$ cat config.mk
export PLATFORM = sky130hd
export DESIGN_NAME = hbpwm_top
export DESIGN_NICKNAME = d
export VERILOG_FILES = /design/src/verilog/hbpwm_pkg.sv /design/src/verilog/hbpwm_top.sv /design/src/verilog/hbpwm_prescale.sv
export SDC_FILE = /design/constraint.sdc
export NUM_CORES = 1
export LEC_CHECK = 0
export BUFFER_PORTS_ARGS = -buffer_cell sky130_fd_sc_hd__buf_2
export CAP_MARGIN = 0
export CORE_ASPECT_RATIO = 1.75
export CORE_MARGIN = 1.5
export CORE_UTILIZATION = 40
export CTS_BUF_LIST = sky130_fd_sc_hd__clkbuf_16
export DETAILED_ROUTE_END_ITERATION = 12
export PLACE_DENSITY = 0.69
export SYNTH_ARGS = -nofsm -noshare
export SYNTH_HDL_FRONTEND = slang
export SYNTH_SLANG_ARGS = --single-unit
$ cat constraint.sdc
create_clock -name clk_in -period 4.5 [get_ports clk_in]
set_clock_uncertainty 0.1 [all_clocks]
set_input_delay 0.45 -clock clk_in [delete_from_list [all_inputs] [get_ports clk_in]]
set_output_delay 0.45 -clock clk_in [all_outputs]
set_load 0.1 [all_outputs]
$ cat src/verilog/hbpwm_pkg.sv
/*
  Constants shared by the H-bridge modulator: register offsets, control bit
  positions, reset values and prescaler code and divider widths.
  Assumes a 32-bit register port with one aligned word per register.
*/
package hbpwm_pkg;
  localparam int          ADDR_W   = 32;
  localparam int          DATA_W   = 16;
  localparam logic [31:0] OFS_CON  = 32'hFFFF0F80;
  localparam logic [31:0] OFS_P0C0 = 32'hFFFF0F84;
  localparam logic [31:0] OFS_P0C1 = 32'hFFFF0F88;
  localparam logic [31:0] OFS_P0C2 = 32'hFFFF0F8C;
  localparam logic [31:0] OFS_P0LN = 32'hFFFF0F90;
  localparam logic [31:0] OFS_P1C0 = 32'hFFFF0F94;
  localparam logic [31:0] OFS_P1C1 = 32'hFFFF0F98;
  localparam logic [31:0] OFS_P1C2 = 32'hFFFF0F9C;
  localparam logic [31:0] OFS_P1LN = 32'hFFFF0FA0;
  localparam logic [31:0] OFS_S_CA = 32'hFFFF0FA4;
  localparam logic [31:0] OFS_S_CB = 32'hFFFF0FA8;
  localparam logic [31:0] OFS_S_LN = 32'hFFFF0FAC;
  localparam logic [31:0] OFS_ICLR = 32'hFFFF0FB8;
  localparam logic [15:0] CON_RESET  = 16'h0012;
  localparam logic [15:0] CON_WMASK  = 16'h5FFF;
  localparam logic [15:0] REG_RESET  = 16'h0000;
  localparam logic [15:0] LEN_RESET  = 16'hFFFF;
  localparam logic [15:0] CNT_ZERO   = 16'h0000;
  localparam logic [15:0] CNT_ONE    = 16'h0001;
  localparam int BIT_EN    = 0;
  localparam int BIT_BRIDGE_MODE_SELECT = 1;
  localparam int BIT_DIR   = 2;
  localparam int BIT_LOAD  = 3;
  localparam int BIT_HIGH_SIDE_OFF  = 4;
  localparam int BIT_INV   = 5;
  localparam int BIT_CP_LO = 6;
  localparam int BIT_BEN   = 9;
  localparam int BIT_TRIP  = 10;
  localparam int BIT_INV1  = 11;
  localparam int BIT_INV3  = 12;
  localparam int BIT_SYNC  = 14;
  localparam int CP_W      = 3;
  localparam int DIV_W     = 8;
  localparam logic [DIV_W-1:0] DIV_ONE = 8'h01;
endpackage

$ cat src/verilog/hbpwm_top.sv
/*
  Five-output pulse-width modulator with standard and H-bridge modes,
  a plain register port, trip input and external realign input.
  Assumes all inputs are synchronous to clk_in; the bridge output table in
  H-bridge mode is the common enable/direction steering described below.
*/
`timescale 1ns/1ns
// Notes on behaviour
// - Five outputs, reset into bridge mode
// - Two pairs and one single output, own periods and duties
// - Prescaler divides clock by 2 to 256
// - Sixteen-bit timer compared, length sets period
// - Output zero rises compare0, falls compare1
// - Output one rises length, falls compare2/high
// - Pair one behaves like pair zero
// - Output four own compares and length
// - Realign falling edge resets counters when enabled
// - Bits 12 and 11 invert outputs three, one
// - Trip low clears enable, raises interrupt
// - Bridge enable acts only in bridge mode
// - Bit five inverts all outputs
// - High-side-off forces highs up, lows down
// - Shadow compares load on 0 to 1 step
// - Direction selects which pair drives
// - Mode select and global enable bits
module hbpwm_top
  import hbpwm_pkg::*;
(
  input  wire logic                         clk_in,
  input  wire logic                         reset_in,
  input  wire logic [hbpwm_pkg::ADDR_W-1:0] addr_in,
  input  wire logic [31:0]                  wdata_in,
  input  wire logic                         wr_in,
  input  wire logic                         rd_in,
  output logic      [31:0]                  rdata_out,
  input  wire logic                         trip_input_pin_in,
  input  wire logic                         realign_in,
  output logic      [4:0]                   pwm_out,
  output logic                              irq_out
);
  import hbpwm_pkg::*;

  logic [15:0] modulator_control;
  logic [15:0] cmp_reg [0:7];
  logic [15:0] cmp_int [0:7];
  logic [15:0] len_reg [0:2];
  logic [15:0] count   [0:2];
  logic [4:0]  raw;
  logic [4:0]  next_pwm;
  logic        tick;
  logic        realign_prev;
  logic        realign_fall;
  logic        load_pend;
  logic [15:0] wd;
  logic [15:0] rd_mux;

  assign wd = wdata_in[15:0];

  hbpwm_prescale u_pre (
    .clk_in   (clk_in),
    .reset_in (reset_in),
    .code_in  (modulator_control[BIT_CP_LO +: CP_W]),
    .clear_in (realign_fall),
    .tick_out (tick)
  );

  // Realign edge is seen in the same cycle the pin falls; timers clear on the next edge
  always_ff @(posedge clk_in) begin
    if (reset_in) begin
      realign_prev <= 1'b1;
    end else begin
      realign_prev <= realign_in;
    end
  end
  assign realign_fall = modulator_control[BIT_SYNC] && realign_prev && !realign_in;

  // Control register; trip clears the global enable and wins over a write
  always_ff @(posedge clk_in) begin
    if (reset_in) begin
      modulator_control <= CON_RESET;
    end else begin
      if (wr_in && addr_in == OFS_CON) begin
        modulator_control <= wd & CON_WMASK;
      end
      if (modulator_control[BIT_TRIP] && !trip_input_pin_in) begin
        modulator_control[BIT_EN] <= 1'b0;
      end
    end
  end

  // Compare index: pair0 0..2, pair1 3..5, single 6..7
  always_ff @(posedge clk_in) begin
    if (reset_in) begin
      for (int i = 0; i < 8; i++) begin
        cmp_reg[i] <= REG_RESET;
      end
      for (int i = 0; i < 3; i++) begin
        len_reg[i] <= LEN_RESET;
      end
    end else if (wr_in) begin
      case (addr_in)
        OFS_P0C0: cmp_reg[0] <= wd;
        OFS_P0C1: cmp_reg[1] <= wd;
        OFS_P0C2: cmp_reg[2] <= wd;
        OFS_P1C0: cmp_reg[3] <= wd;
        OFS_P1C1: cmp_reg[4] <= wd;
        OFS_P1C2: cmp_reg[5] <= wd;
        OFS_S_CA: cmp_reg[6] <= wd;
        OFS_S_CB: cmp_reg[7] <= wd;
        OFS_P0LN: len_reg[0] <= wd;
        OFS_P1LN: len_reg[1] <= wd;
        OFS_S_LN: len_reg[2] <= wd;
        default: ;
      endcase
    end
  end

  // Three independent timers, one per pair and one for the single output
  genvar g;
  generate
    for (g = 0; g < 3; g++) begin : g_tmr
      always_ff @(posedge clk_in) begin
        if (reset_in || realign_fall) begin
          count[g] <= CNT_ZERO;
        end else if (tick) begin
          if (count[g] >= len_reg[g]) begin
            count[g] <= CNT_ZERO;
          end else begin
            count[g] <= count[g] + CNT_ONE;
          end
        end
      end
    end
  endgenerate

  // Shadow load uses pair-zero timer step 0 -> 1 so all channels update together
  assign load_pend = tick && count[0] == CNT_ZERO && len_reg[0] != CNT_ZERO;
  always_ff @(posedge clk_in) begin
    if (reset_in) begin
      for (int i = 0; i < 8; i++) begin
        cmp_int[i] <= REG_RESET;
      end
    end else if (modulator_control[BIT_LOAD] && load_pend) begin
      for (int i = 0; i < 8; i++) begin
        cmp_int[i] <= cmp_reg[i];
      end
    end
  end

  // Raw waveforms; edges act on the tick where the count matches
  generate
    for (g = 0; g < 2; g++) begin : g_pair
      always_ff @(posedge clk_in) begin
        if (reset_in) begin
          raw[2*g]   <= 1'b0;
          raw[2*g+1] <= 1'b0;
        end else if (tick) begin
          if (count[g] == cmp_int[3*g]) begin
            raw[2*g] <= 1'b1;
          end else if (count[g] == cmp_int[3*g+1]) begin
            raw[2*g] <= 1'b0;
          end
          if (count[g] == len_reg[g]) begin
            raw[2*g+1] <= 1'b1;
          end else if (count[g] == cmp_int[3*g+2] ||
                       (raw[2*g] && count[g] == cmp_int[3*g+1])) begin
            raw[2*g+1] <= 1'b0;
          end
        end
      end
    end
  endgenerate

  always_ff @(posedge clk_in) begin
    if (reset_in) begin
      raw[4] <= 1'b0;
    end else if (tick) begin
      if (count[2] == cmp_int[6]) begin
        raw[4] <= 1'b1;
      end else if (count[2] == cmp_int[7]) begin
        raw[4] <= 1'b0;
      end
    end
  end

  // Output steering; bridge table: off -> all low, high-side-off -> highs up
  always_comb begin
    next_pwm    = raw;
    next_pwm[1] = raw[1] ^ modulator_control[BIT_INV1];
    next_pwm[3] = raw[3] ^ modulator_control[BIT_INV3];
    if (modulator_control[BIT_BRIDGE_MODE_SELECT]) begin
      if (modulator_control[BIT_HIGH_SIDE_OFF]) begin
        next_pwm[3:0] = 4'h5;
      end else if (!modulator_control[BIT_BEN]) begin
        next_pwm[3:0] = 4'h0;
      end else if (modulator_control[BIT_DIR]) begin
        next_pwm[3:2] = 2'h0;
      end else begin
        next_pwm[1:0] = 2'h0;
      end
    end else if (modulator_control[BIT_HIGH_SIDE_OFF]) begin
      next_pwm[3:0] = 4'h5;
    end
    if (!modulator_control[BIT_EN]) begin
      next_pwm = 5'h00;
    end
    if (modulator_control[BIT_INV]) begin
      next_pwm = ~next_pwm;
    end
  end

  always_ff @(posedge clk_in) begin
    if (reset_in) begin
      pwm_out <= 5'h00;
    end else begin
      pwm_out <= next_pwm;
    end
  end

  // Trip interrupt is sticky; a new trip in the clear cycle keeps it set
  always_ff @(posedge clk_in) begin
    if (reset_in) begin
      irq_out <= 1'b0;
    end else if (modulator_control[BIT_TRIP] && !trip_input_pin_in) begin
      irq_out <= 1'b1;
    end else if (wr_in && addr_in == OFS_ICLR) begin
      irq_out <= 1'b0;
    end
  end

  always_comb begin
    case (addr_in)
      OFS_CON:  rd_mux = modulator_control;
      OFS_P0C0: rd_mux = cmp_reg[0];
      OFS_P0C1: rd_mux = cmp_reg[1];
      OFS_P0C2: rd_mux = cmp_reg[2];
      OFS_P0LN: rd_mux = len_reg[0];
      OFS_P1C0: rd_mux = cmp_reg[3];
      OFS_P1C1: rd_mux = cmp_reg[4];
      OFS_P1C2: rd_mux = cmp_reg[5];
      OFS_P1LN: rd_mux = len_reg[1];
      OFS_S_CA: rd_mux = cmp_reg[6];
      OFS_S_CB: rd_mux = cmp_reg[7];
      OFS_S_LN: rd_mux = len_reg[2];
      default:  rd_mux = REG_RESET;
    endcase
  end

  always_ff @(posedge clk_in) begin
    if (reset_in) begin
      rdata_out <= 32'h0000_0000;
    end else if (rd_in) begin
      rdata_out <= {16'h0000, rd_mux};
    end else begin
      rdata_out <= 32'h0000_0000;
    end
  end
endmodule // hbpwm_top

$ cat src/verilog/hbpwm_prescale.sv
/*
  Prescaler: a one-cycle tick every 2^(code+1) clocks of the system clock.
  Assumes the system clock is the undivided clock and reset is synchronous.
*/
`timescale 1ns/1ns
module hbpwm_prescale
  import hbpwm_pkg::*;
(
  input  wire logic                       clk_in,
  input  wire logic                       reset_in,
  input  wire logic [hbpwm_pkg::CP_W-1:0] code_in,
  input  wire logic                       clear_in,
  output logic                            tick_out
);
  import hbpwm_pkg::*;

  logic [DIV_W-1:0] count;
  logic [DIV_W-1:0] limit;

  assign limit = DIV_W'((9'h002 << code_in) - 9'h001);

  always_ff @(posedge clk_in) begin
    if (reset_in || clear_in) begin
      count    <= '0;
      tick_out <= 1'b0;
    end else if (count >= limit) begin
      count    <= '0;
      tick_out <= 1'b1;
    end else begin
      count    <= count + DIV_ONE;
      tick_out <= 1'b0;
    end
  end
endmodule // hbpwm_prescale

==> results.md, run 1 <==
- Status: finished clean
- Hold Slack: 0.0393 ns
- Synth area leaders: edfxtp_1, dfxtp_1, xnor2_1
- Worst-Skew Late Latency: 0.56 ns
- Grt ovf: 0
- Detailed Place HPWL: 47,700 um
- Util after Layout: 45.4%
- Crit Path Category: register to register
- Pre-CTS setup slack: 0.692 ns
- Setup bufs post-CTS: 0
- Ports: 108
- Hold Buf Count CTS: 0
- Root Buffer: clkbuf_16
- Fin crit period: 3.38 ns
- Post-synth EDFFs: 352
- Post-synth top flop: edfxtp_1
- Layout cells sized above 1: 11.8%
- Routed Antenna Nets: 0
- CP Launch Type: register
- Pin count of the biggest net entering global routing: 49
- Die X-Extent: 171 um
- Sequential-to-total area share from yosys stat: 58.6%
- Synth Instances: 1,669
- Global-route wire length before repair: 91,200 um
- Vias per cell: 5.79
- Yosys reg bits: 403
- DR DRC count: 0
- CP Max Fanout: 30
- Initial antenna violation count: 3
- Ys async rst share: 0%
- Post-Syn Area per Cell: 11.8 um2
- TNS Setup: 0 ns
- Layout Nets: 1,840
- CTS tree: yes
- Most common library cells after synthesis: edfxtp_1, nor2_1, xnor2_1, nand2_1, and2_1
- Worst min path class: primary input to register
- Fin worst setup slack: 1.12 ns
- Maximum root-to-sink buffer count: 3
- Buf+Inv Stages, Crit Path: 2
- Slew at the pin closest to its max-slew limit: 1.17 ns
- RePlAce Congestion: 0.998
- CP endpoint kind: register
- Leading area contributor after synthesis: edfxtp_1
- Lkg Pwr: 8.16 nW
- Clock Pin Slew Worst Setup and Hold Paths: 0.06 ns
- Vias in the first global route: 13,900
- # setup viols final: 0
- Via Count: 13,900
- Rel. slew slack: 21.6%
- Resize count post-CTS: 0
- Max rail drop VDD: 0.000311 V
- Crit-path max cell delay: 0.60 ns
- Synth warn: 0
- Worst path cell trace: inv_1 -> ha_1 -> or4b_1 -> nor4_1 -> nand4_1 -> nor2_4 -> buf_4 -> and2_1
- IO Port Bufs: 75
- Tot GR Track Use: 25.3%
- RSZ-0062 raised after global routing: no
- Area of the core: 48,700 um2
- Total routed wirelength: 63,900 um
- Pwr Density: 443 nW/um2
- Synth unique cells: 71
- Num CTS Buffers: 39
- Worst path top cell family by delay: simple AND/OR/NAND/NOR gates
- Row count: 107
- CP max stage cell: nor2_4
- Synth top area share: 53.5%
- Iter 0 DRT Violations: 1,601
- Worst Path Arrival: 3.69 ns
- Max-slew violations: 0
- Clock sinks: 403
- Synthesized area: 19,800 um2
- Most common cell in the netlist: edfxtp_1
- CP required: 4.82 ns
- Initial Util: 40.6%
- Fmax: 296 MHz
- Die Ht: 297 um
- P&R area growth vs syn: 11.9%
- Fillers: 4,439
- Max-Cap Viols: 0
- DRT Pass-1 Iters: 9
- Crit share post-route: 75.0%
- Routed len/inst: 26.7 um
- Die area: 50,800 um2
- H-tree levels: 2
- Final hold violations: 0
cell families (layout without fill, tap and decap cells):
family | count (synthesis) | in the layout | share of synthesized area [%]
other | 1 | 17 | 0.0190
and+or+nand+nor | 586 | 586 | 16.3
muxes | 8 | 8 | 0.424
adders and majority gates | 61 | 61 | 3.86
xor gates and xnor gates | 185 | 185 | 8.20
AOI/OAI and AO/OA | 223 | 223 | 8.15
buffers and inverters | 202 | 258 | 4.43
DFF | 403 | 403 | 58.6
worst register-to-register path: stages (launching register included):
cell      delay [ns]
edfxtp_1        0.56
inv_1           0.17
ha_1            0.15
or4b_1          0.44
nor4_1          0.33
nand4_1         0.33
nor2_4          0.60
buf_4           0.37
and2_1          0.18
where the power goes:
| group | total [mW] | switching (mW) | internal [mW] |
|---|---|---|---|
| Combinational | 1.28 | 0.749 | 0.530 |
| Sequential | 4.93 | 0.541 | 4.39 |
| Clock | 3.59 | 1.49 | 2.10 |
layer usage:
| layer | vias up | global-route usage [%] | wire length (um) |
|---|---|---|---|
| met4 | 2 | 21.2 | 6630 |
| met3 | 251 | 4.02 | 4930 |
| met5 | - | 0 | 15 |
| met2 | 862 | 43.4 | 31600 |
| met1 | 6710 | 26.9 | 20800 |
| li1 | 6036 | - | - |
placed cells by master (no fill, tap or decap), types with 39 or more instances in the layout:
master,synthesis,final
edfxtp_1,352,352
inv_1,82,85
clkbuf_16,0,40
a21oi_1,48,48
buf_2,10,75
and2_1,95,95
nand3_1,47,47
dfxtp_1,51,51
nor2_1,134,133
xnor2_1,109,109
ha_1,61,61
nor2b_1,39,39
nand2_1,99,98
xor2_1,76,76
metrics by stage:
stage | instances | power (mW) | area [um2]
2_1_floorplan | 1684 | 5.73 | 19800
3_3_place_gp | 2322 | 6.20 | 20700
3_5_place_dp | 2322 | 6.26 | 20700
4_1_cts | 2394 | 9.82 | 22100
5_1_grt | 2395 | 10.1 | 22100
6_report | 2395 | 9.80 | 22100
area by class of cell:
cell class,instances,area (um2),share of cell area (%)
multi-input cells,1079,7370,33.3
diodes,1,2.50,0.0113
clock buffers,40,1000,4.52
clock inverters,32,394,1.78
inverters,84,315,1.43
flip-flops and latches,403,11600,52.4
well taps,654,818,3.70
repair buffers,102,628,2.84
worst paths after layout:
path | to | slack [ns] | depth (start not counted) | startpoint
max | cmp_int[0][64] | 1.12 | 8 | count[0][0]
min | realign_prev | 0.04 | 3 | realign_in
max reg2reg | cmp_int[0][64] | 1.12 | 8 | count[0][0]
min reg2reg | modulator_control[10] | 0.38 | 2 | modulator_control[10]
No activity file was read; power rests on OpenSTA's default activity.
==> run 2: changes to the inputs <==
- PLACE_DENSITY: 0.69 -> 0.67
- clock period: 4.5 -> 3.2 ns (I/O delays scaled with it)
==> run 2 against run 1 <==
  * Cell count grew 2.8%
  * Sequential power grew 36%
  * Maximum frequency grew 15%
  * Largest cell class unchanged
==> results.md, run 2 (synthesis results as in run 1) <==
- Die X-Extent: 171 um (unchanged)
- Initial Util: 40.6% (unchanged)
- Worst min path class: primary input to register
- Worst Path Arrival: 3.07 ns (-0.62 ns)
- Register area: 11,600 um2 (unchanged)
- Gr busiest metal: met2
- RePlAce Congestion: 1.00 (+0.58%)
- Commonest non-fill, non-tap cell in the layout: edfxtp_1
- Vias in the first global route: 13,900 (+0.30%)
- Resize count post-CTS: 0 (unchanged)
- Placed Cells: 2,380 (+2.5%)
- Max-Cap Viols: 0 (unchanged)
- Status: finished clean
- RSZ-0062 raised after global routing: no
- Reg2Reg Setup Slack: 0.27 ns (-0.86 ns)
- Ports: 108 (unchanged)
- Vias per cell: 5.62 (-2.8%)
- Routed Antenna Nets: 0 (unchanged)
- Crit Path Category: register to register
- TNS Setup: 0 ns (unchanged)
- H-tree levels: 2 (unchanged)
- Setup bufs post-CTS: 0 (unchanged)
- Met3 GRT Util: 3.53% (-0.49 points)
- Layout Nets: 1,911 (+3.9%)
- Worst path top cell family by delay: simple AND/OR/NAND/NOR gates
- Global-route wire length before repair: 93,000 um (+2.0%)
- CTS tree: yes
- Initial antenna violation count: 2 (-1)
- Pin count of the biggest net entering global routing: 80 (+63%)
- Crit-path max cell delay: 0.43 ns (-0.17 ns)
- Grt ovf: 0 (unchanged)
- Routed len/inst: 26.3 um (-1.3%)
- P&R area growth vs syn: 14.9%
- Via Count: 13,900 (-0.079%)
- Max rail drop VDD: 0.000350 V (+13%)
- Root Buffer: clkbuf_16
- Fin crit period: 2.93 ns (-0.444 ns)
- Rel. slew slack: 32.6% (+11 points)
- Iter 0 DRT Violations: 1,473 (-8.0%)
- Die area: 50,800 um2 (unchanged)
- Clock sinks: 403 (unchanged)
- Worst path cell trace: inv_1 -> ha_1 -> or4b_1 -> nor4_1 -> nand4_1 -> nand2_4 -> buf_12
- Crit share post-route: 91.6% (+17 points)
- Pwr Density: 601 nW/um2 (+36%)
- DRT Pass-1 Iters: 6 (-3)
- Final hold violations: 0 (unchanged)
- Area of the core: 48,700 um2 (unchanged)
- Row count: 107 (unchanged)
- CP Max Fanout: 32 (+6.7%)
- Global Route met2 Usage: 44.7% (+1.3 points)
- Lkg Pwr: 8.51 nW (+4.3%)
- Most frequent cells in the layout: edfxtp_1, nor2_1, xnor2_1, nand2_1, and2_1
- DR DRC count: 0 (unchanged)
- Slew at the pin closest to its max-slew limit: 1.01 ns (-0.163 ns)
- Tot GR Track Use: 25.8% (+0.52 points)
- Die Ht: 297 um (unchanged)
- Area used by multi-input combinational logic: 7370 um2 (unchanged)
- Hold Buf Count CTS: 15 (+15)
- # setup viols final: 0 (unchanged)
- CP endpoint kind: register
- Max-slew violations: 0 (unchanged)
- Finished Layout Cells: 2,463 (+2.8%)
- Detailed Place HPWL: 49,600 um (+4.1%)
- Layout cells sized above 1: 14.3% (+2.4 points)
- Met1 usage: 27.3% (+0.42 points)
- IO Port Bufs: 75 (unchanged)
- Fmax: 341 MHz (+15%)
- CP Launch Type: register
- Worst-Skew Late Latency: 0.55 ns (about the same)
- Num CTS Buffers: 37 (-5.1%)
- Maximum root-to-sink buffer count: 3 (unchanged)
- Fillers: 4,362 (-1.7%)
- Clock Pin Slew Worst Setup and Hold Paths: 0.07 ns (about the same)
- Total routed wirelength: 64,900 um (+1.5%)
- CP required: 3.34 ns (-1.48 ns)
- Buf+Inv Stages, Crit Path: 2 (unchanged)
- CP max stage cell: nand2_4
[run 2: cell count changes in the layout (fill, tap and decap cells not counted), moves of 2 or more]
cell and delta:
buf_12 +8, buf_4 +50, bufinv_16 -3, clkinv_4 +2
clkinvlp_4 -4, dlygate4sd3_1 +15
[run 2: path summary, 6_finish.rpt]
path                     startpoint               to  cells after the start
setup / recovery        count[0][0]  cmp_int[0][118]                      7
hold / removal    trip_input_pin_in          irq_out                      3
setup reg to reg        count[0][0]  cmp_int[0][118]                      7
hold reg to reg      u_pre.count[0]   u_pre.count[0]                      1
[run 2: cell type report]
class | instances | share of cell area (%)
sequential | 403 | 51.0
tap | 654 | 3.60
multi-input combinational | 1079 | 32.5
timing repair buffer | 175 | 5.79
clock inverter | 26 | 1.18
clock buffer | 41 | 4.52
antenna | 1 | 0.0110
inverter | 84 | 1.39
[run 2: routing by layer]
layer,routed length [um],share of wire [%],up-vias
met2,32600,50,715
met1,21400,33,6727
met3,4280,6.6,231
li1,-,-,6175
met4,6580,10,2
met5,12,0.018,-
[run 2: metrics by stage]
stage	total power, mW	utilization [%]	hold WS [ns]	worst slack (ns)	area (um2)
floorplan	8.05	-	0.325	0.136	19800
global placement	8.90	43.6	0.358	0.257	21300
detailed placement	8.96	43.6	0.355	0.280	21300
CTS	13.7	46.6	0.0282	0.253	22700
global route	14.1	46.6	0.0697	0.0915	22700
finish	13.6	46.6	0.0175	0.268	22700
[run 2: power breakdown]
group	switching [mW]	leakage (nW)	internal [mW]
Clock	2.01	0.649	2.73
Sequential	0.539	3.92	6.17
Combinational	1.30	3.94	0.894
[run 2: worst reg2reg max path, delay by kind of cell, from the launching register on]
family	cells	cell delay, ns
simple gates	4	1.60
flops	1	0.40
buf+inv	2	0.36
fa+ha+maj	1	0.14
==> run 3: changes to the inputs <==
- CORE_UTILIZATION: 40 -> 60
- PLACE_DENSITY: 0.67 -> 0.85
==> run 3 against run 2 <==
  * Via count grew 4.0%
  * Flip-flop and latch count is the same
  * Largest cell class unchanged
  * Core utilization grew 22 points
  * Sequential share of layout area grew 1.1 points
  * Global-route usage grew 12 points
  * Non-clock buffer count shrank 6
==> results.md, run 3 (synthesis results as in run 1) <==
- Pin count of the biggest net entering global routing: 96 (+20%)
- Worst r2r src: modulator_control[3]
- Num CTS Buffers: 37 (unchanged)
- Fmax: 350 MHz (+2.6%)
- Routed Antenna Nets: 0 (unchanged)
- Tot GR Track Use: 38.3% (+12 points)
- DR DRC count: 0 (unchanged)
- Met3 GRT Util: 8.34% (+4.8 points)
- Iter 0 DRT Violations: 1,950 (+32%)
- H-tree levels: 2 (unchanged)
- Vias per cell: 6.53 (+16%)
- Clock sinks: 403 (unchanged)
- Critical path capture point: cmp_int[0][88]
- Max-Cap Viols: 0 (unchanged)
- Ports: 108 (unchanged)
- Rel. slew slack: 31.4% (-1.2 points)
- Fin crit period: 2.86 ns (-0.0756 ns)
- Gr busiest metal: met2
- Max rail drop VDD: 0.000540 V (+54%)
- Die Ht: 243 um (-18%)
- Worst min path class: primary input to register
- Die X-Extent: 140 um (-18%)
- Hold Buf Count CTS: 15 (unchanged)
- Crit share post-route: 89.3% (-2.4 points)
- Area of the core: 32,300 um2 (-34%)
- CP endpoint kind: register
- Initial antenna violation count: 6 (+4)
- Crit path from: modulator_control[3]
- Clock Pin Slew Worst Setup and Hold Paths: 0.07 ns (about the same)
- Lkg Pwr: 8.44 nW (-0.89%)
- Worst path cell trace: nor4b_1 -> nand2_1 -> nor4_1 -> nand4_1 -> nand2_4 -> buf_12
- Layout cells sized above 1: 14.0% (-0.29 points)
- Layout Nets: 1,905 (-0.31%)
- Resize count post-CTS: 0 (unchanged)
- Row count: 87 (-19%)
- Final hold violations: 0 (unchanged)
- CP max stage cell: dfxtp_1
- Via Count: 14,400 (+4.0%)
- Slew at the pin closest to its max-slew limit: 1.01 ns (+0.00793 ns)
- Reg-to-Reg End: cmp_int[0][88]
- RePlAce Congestion: 1.06 (+5.2%)
- CTS tree: yes
- Pwr Density: 606 nW/um2 (+0.87%)
- Root Buffer: clkbuf_16
- Overall Power: 13.5 mW (-1.2%)
- IO Port Bufs: 75 (unchanged)
- # setup viols final: 0 (unchanged)
- Reg2Reg Setup Slack: 0.34 ns (+0.08 ns)
- Status: finished clean
- Total routed wirelength: 64,600 um (-0.45%)
- Global Route met2 Usage: 63.6% (+19 points)
- Die area: 34,100 um2 (-33%)
- Setup bufs post-CTS: 0 (unchanged)
- Met1 usage: 40.6% (+13 points)
- CP required: 3.31 ns (-0.03 ns)
- Initial Util: 61.1% (+21 points)
- Vias in the first global route: 14,000 (+1.1%)
- Crit-path max cell delay: 0.66 ns (+0.23 ns)
- Maximum root-to-sink buffer count: 3 (unchanged)
- CP Launch Type: register
- Worst-Skew Late Latency: 0.55 ns (about the same)
- FF-to-FF path depth: 6 (-1)
- P&R area growth vs syn: 12.5%
- Crit Path Category: register to register
- CP Max Fanout: 49 (+53%)
- TNS Setup: 0 ns (unchanged)
- DRT Pass-1 Iters: 8 (+2)
- Global-route wire length before repair: 92,500 um (-0.56%)
- RSZ-0062 raised after global routing: no
- Worst Path Arrival: 2.97 ns (-0.10 ns)
- Detailed Place HPWL: 48,000 um (-3.3%)
- Grt ovf: 0 (unchanged)
- Most frequent cells in the layout: edfxtp_1, nor2_1, xnor2_1, nand2_1, and2_1
- Max-slew violations: 0 (unchanged)
- Routed len/inst: 29.3 um (+11%)
- Commonest non-fill, non-tap cell in the layout: edfxtp_1
[run 3: power by group]
| group | internal (mW) | leakage [nW] | switching (mW) | total (mW) |
|---|---|---|---|---|
| registers | 6.17 | 3.92 | 0.553 | 6.72 |
| clock network | 2.53 | 0.626 | 2.04 | 4.58 |
| logic | 0.871 | 3.89 | 1.30 | 2.17 |
| total | 9.58 | 8.44 | 3.90 | 13.5 |
[run 3: worst min-delay path by stage]
stage	from	end	slack, ns	depth (start not counted)
floorplan	realign_in	realign_prev	0.32	2
global placement	u_pre.count[0]	u_pre.count[0]	0.36	1
detailed placement	u_pre.count[0]	u_pre.count[0]	0.36	1
CTS	trip_input_pin_in	irq_out	0.04	3
global route	wdata_in[15]	len_reg[0][15]	0.06	2
finish	trip_input_pin_in	irq_out	0.05	3
[run 3: worst max-delay path: cells and delay by family (launching register included)]
kind,cells,cell delay [ns]
DFF,1,0.66
buffers and inverters,1,0.31
and+or+nand+nor,5,1.41
[run 3: routing by layer]
metal	wire (um)	vias to the layer above
met2	31000	1011
met5	10	-
li1	-	6170
met3	6240	309
met1	20000	6913
met4	7290	2
[run 3: metrics by stage]
stage / cells / setup WS [ns] / util, % / area [um2] / hold WS, ns
2_1_floorplan: 1684 / 0.136 / - / 19800 / 0.325
3_3_place_gp: 2120 / 0.365 / 64.4 / 20800 / 0.358
3_5_place_dp: 2120 / 0.332 / 64.4 / 20800 / 0.365
4_1_cts: 2203 / 0.340 / 68.7 / 22200 / 0.0404
5_1_grt: 2203 / 0.166 / 68.7 / 22200 / 0.0596
6_report: 2207 / 0.343 / 68.8 / 22200 / 0.0470
[run 3: cell type report]
cell class	instances	area [um2]
inverter	84	315
sequential	403	11600
timing repair buffer	169	1210
antenna	4	10.0
clock buffer	40	1000
multi-input combinational	1079	7370
fill	2245	10100
tap	400	500
clock inverter	28	240
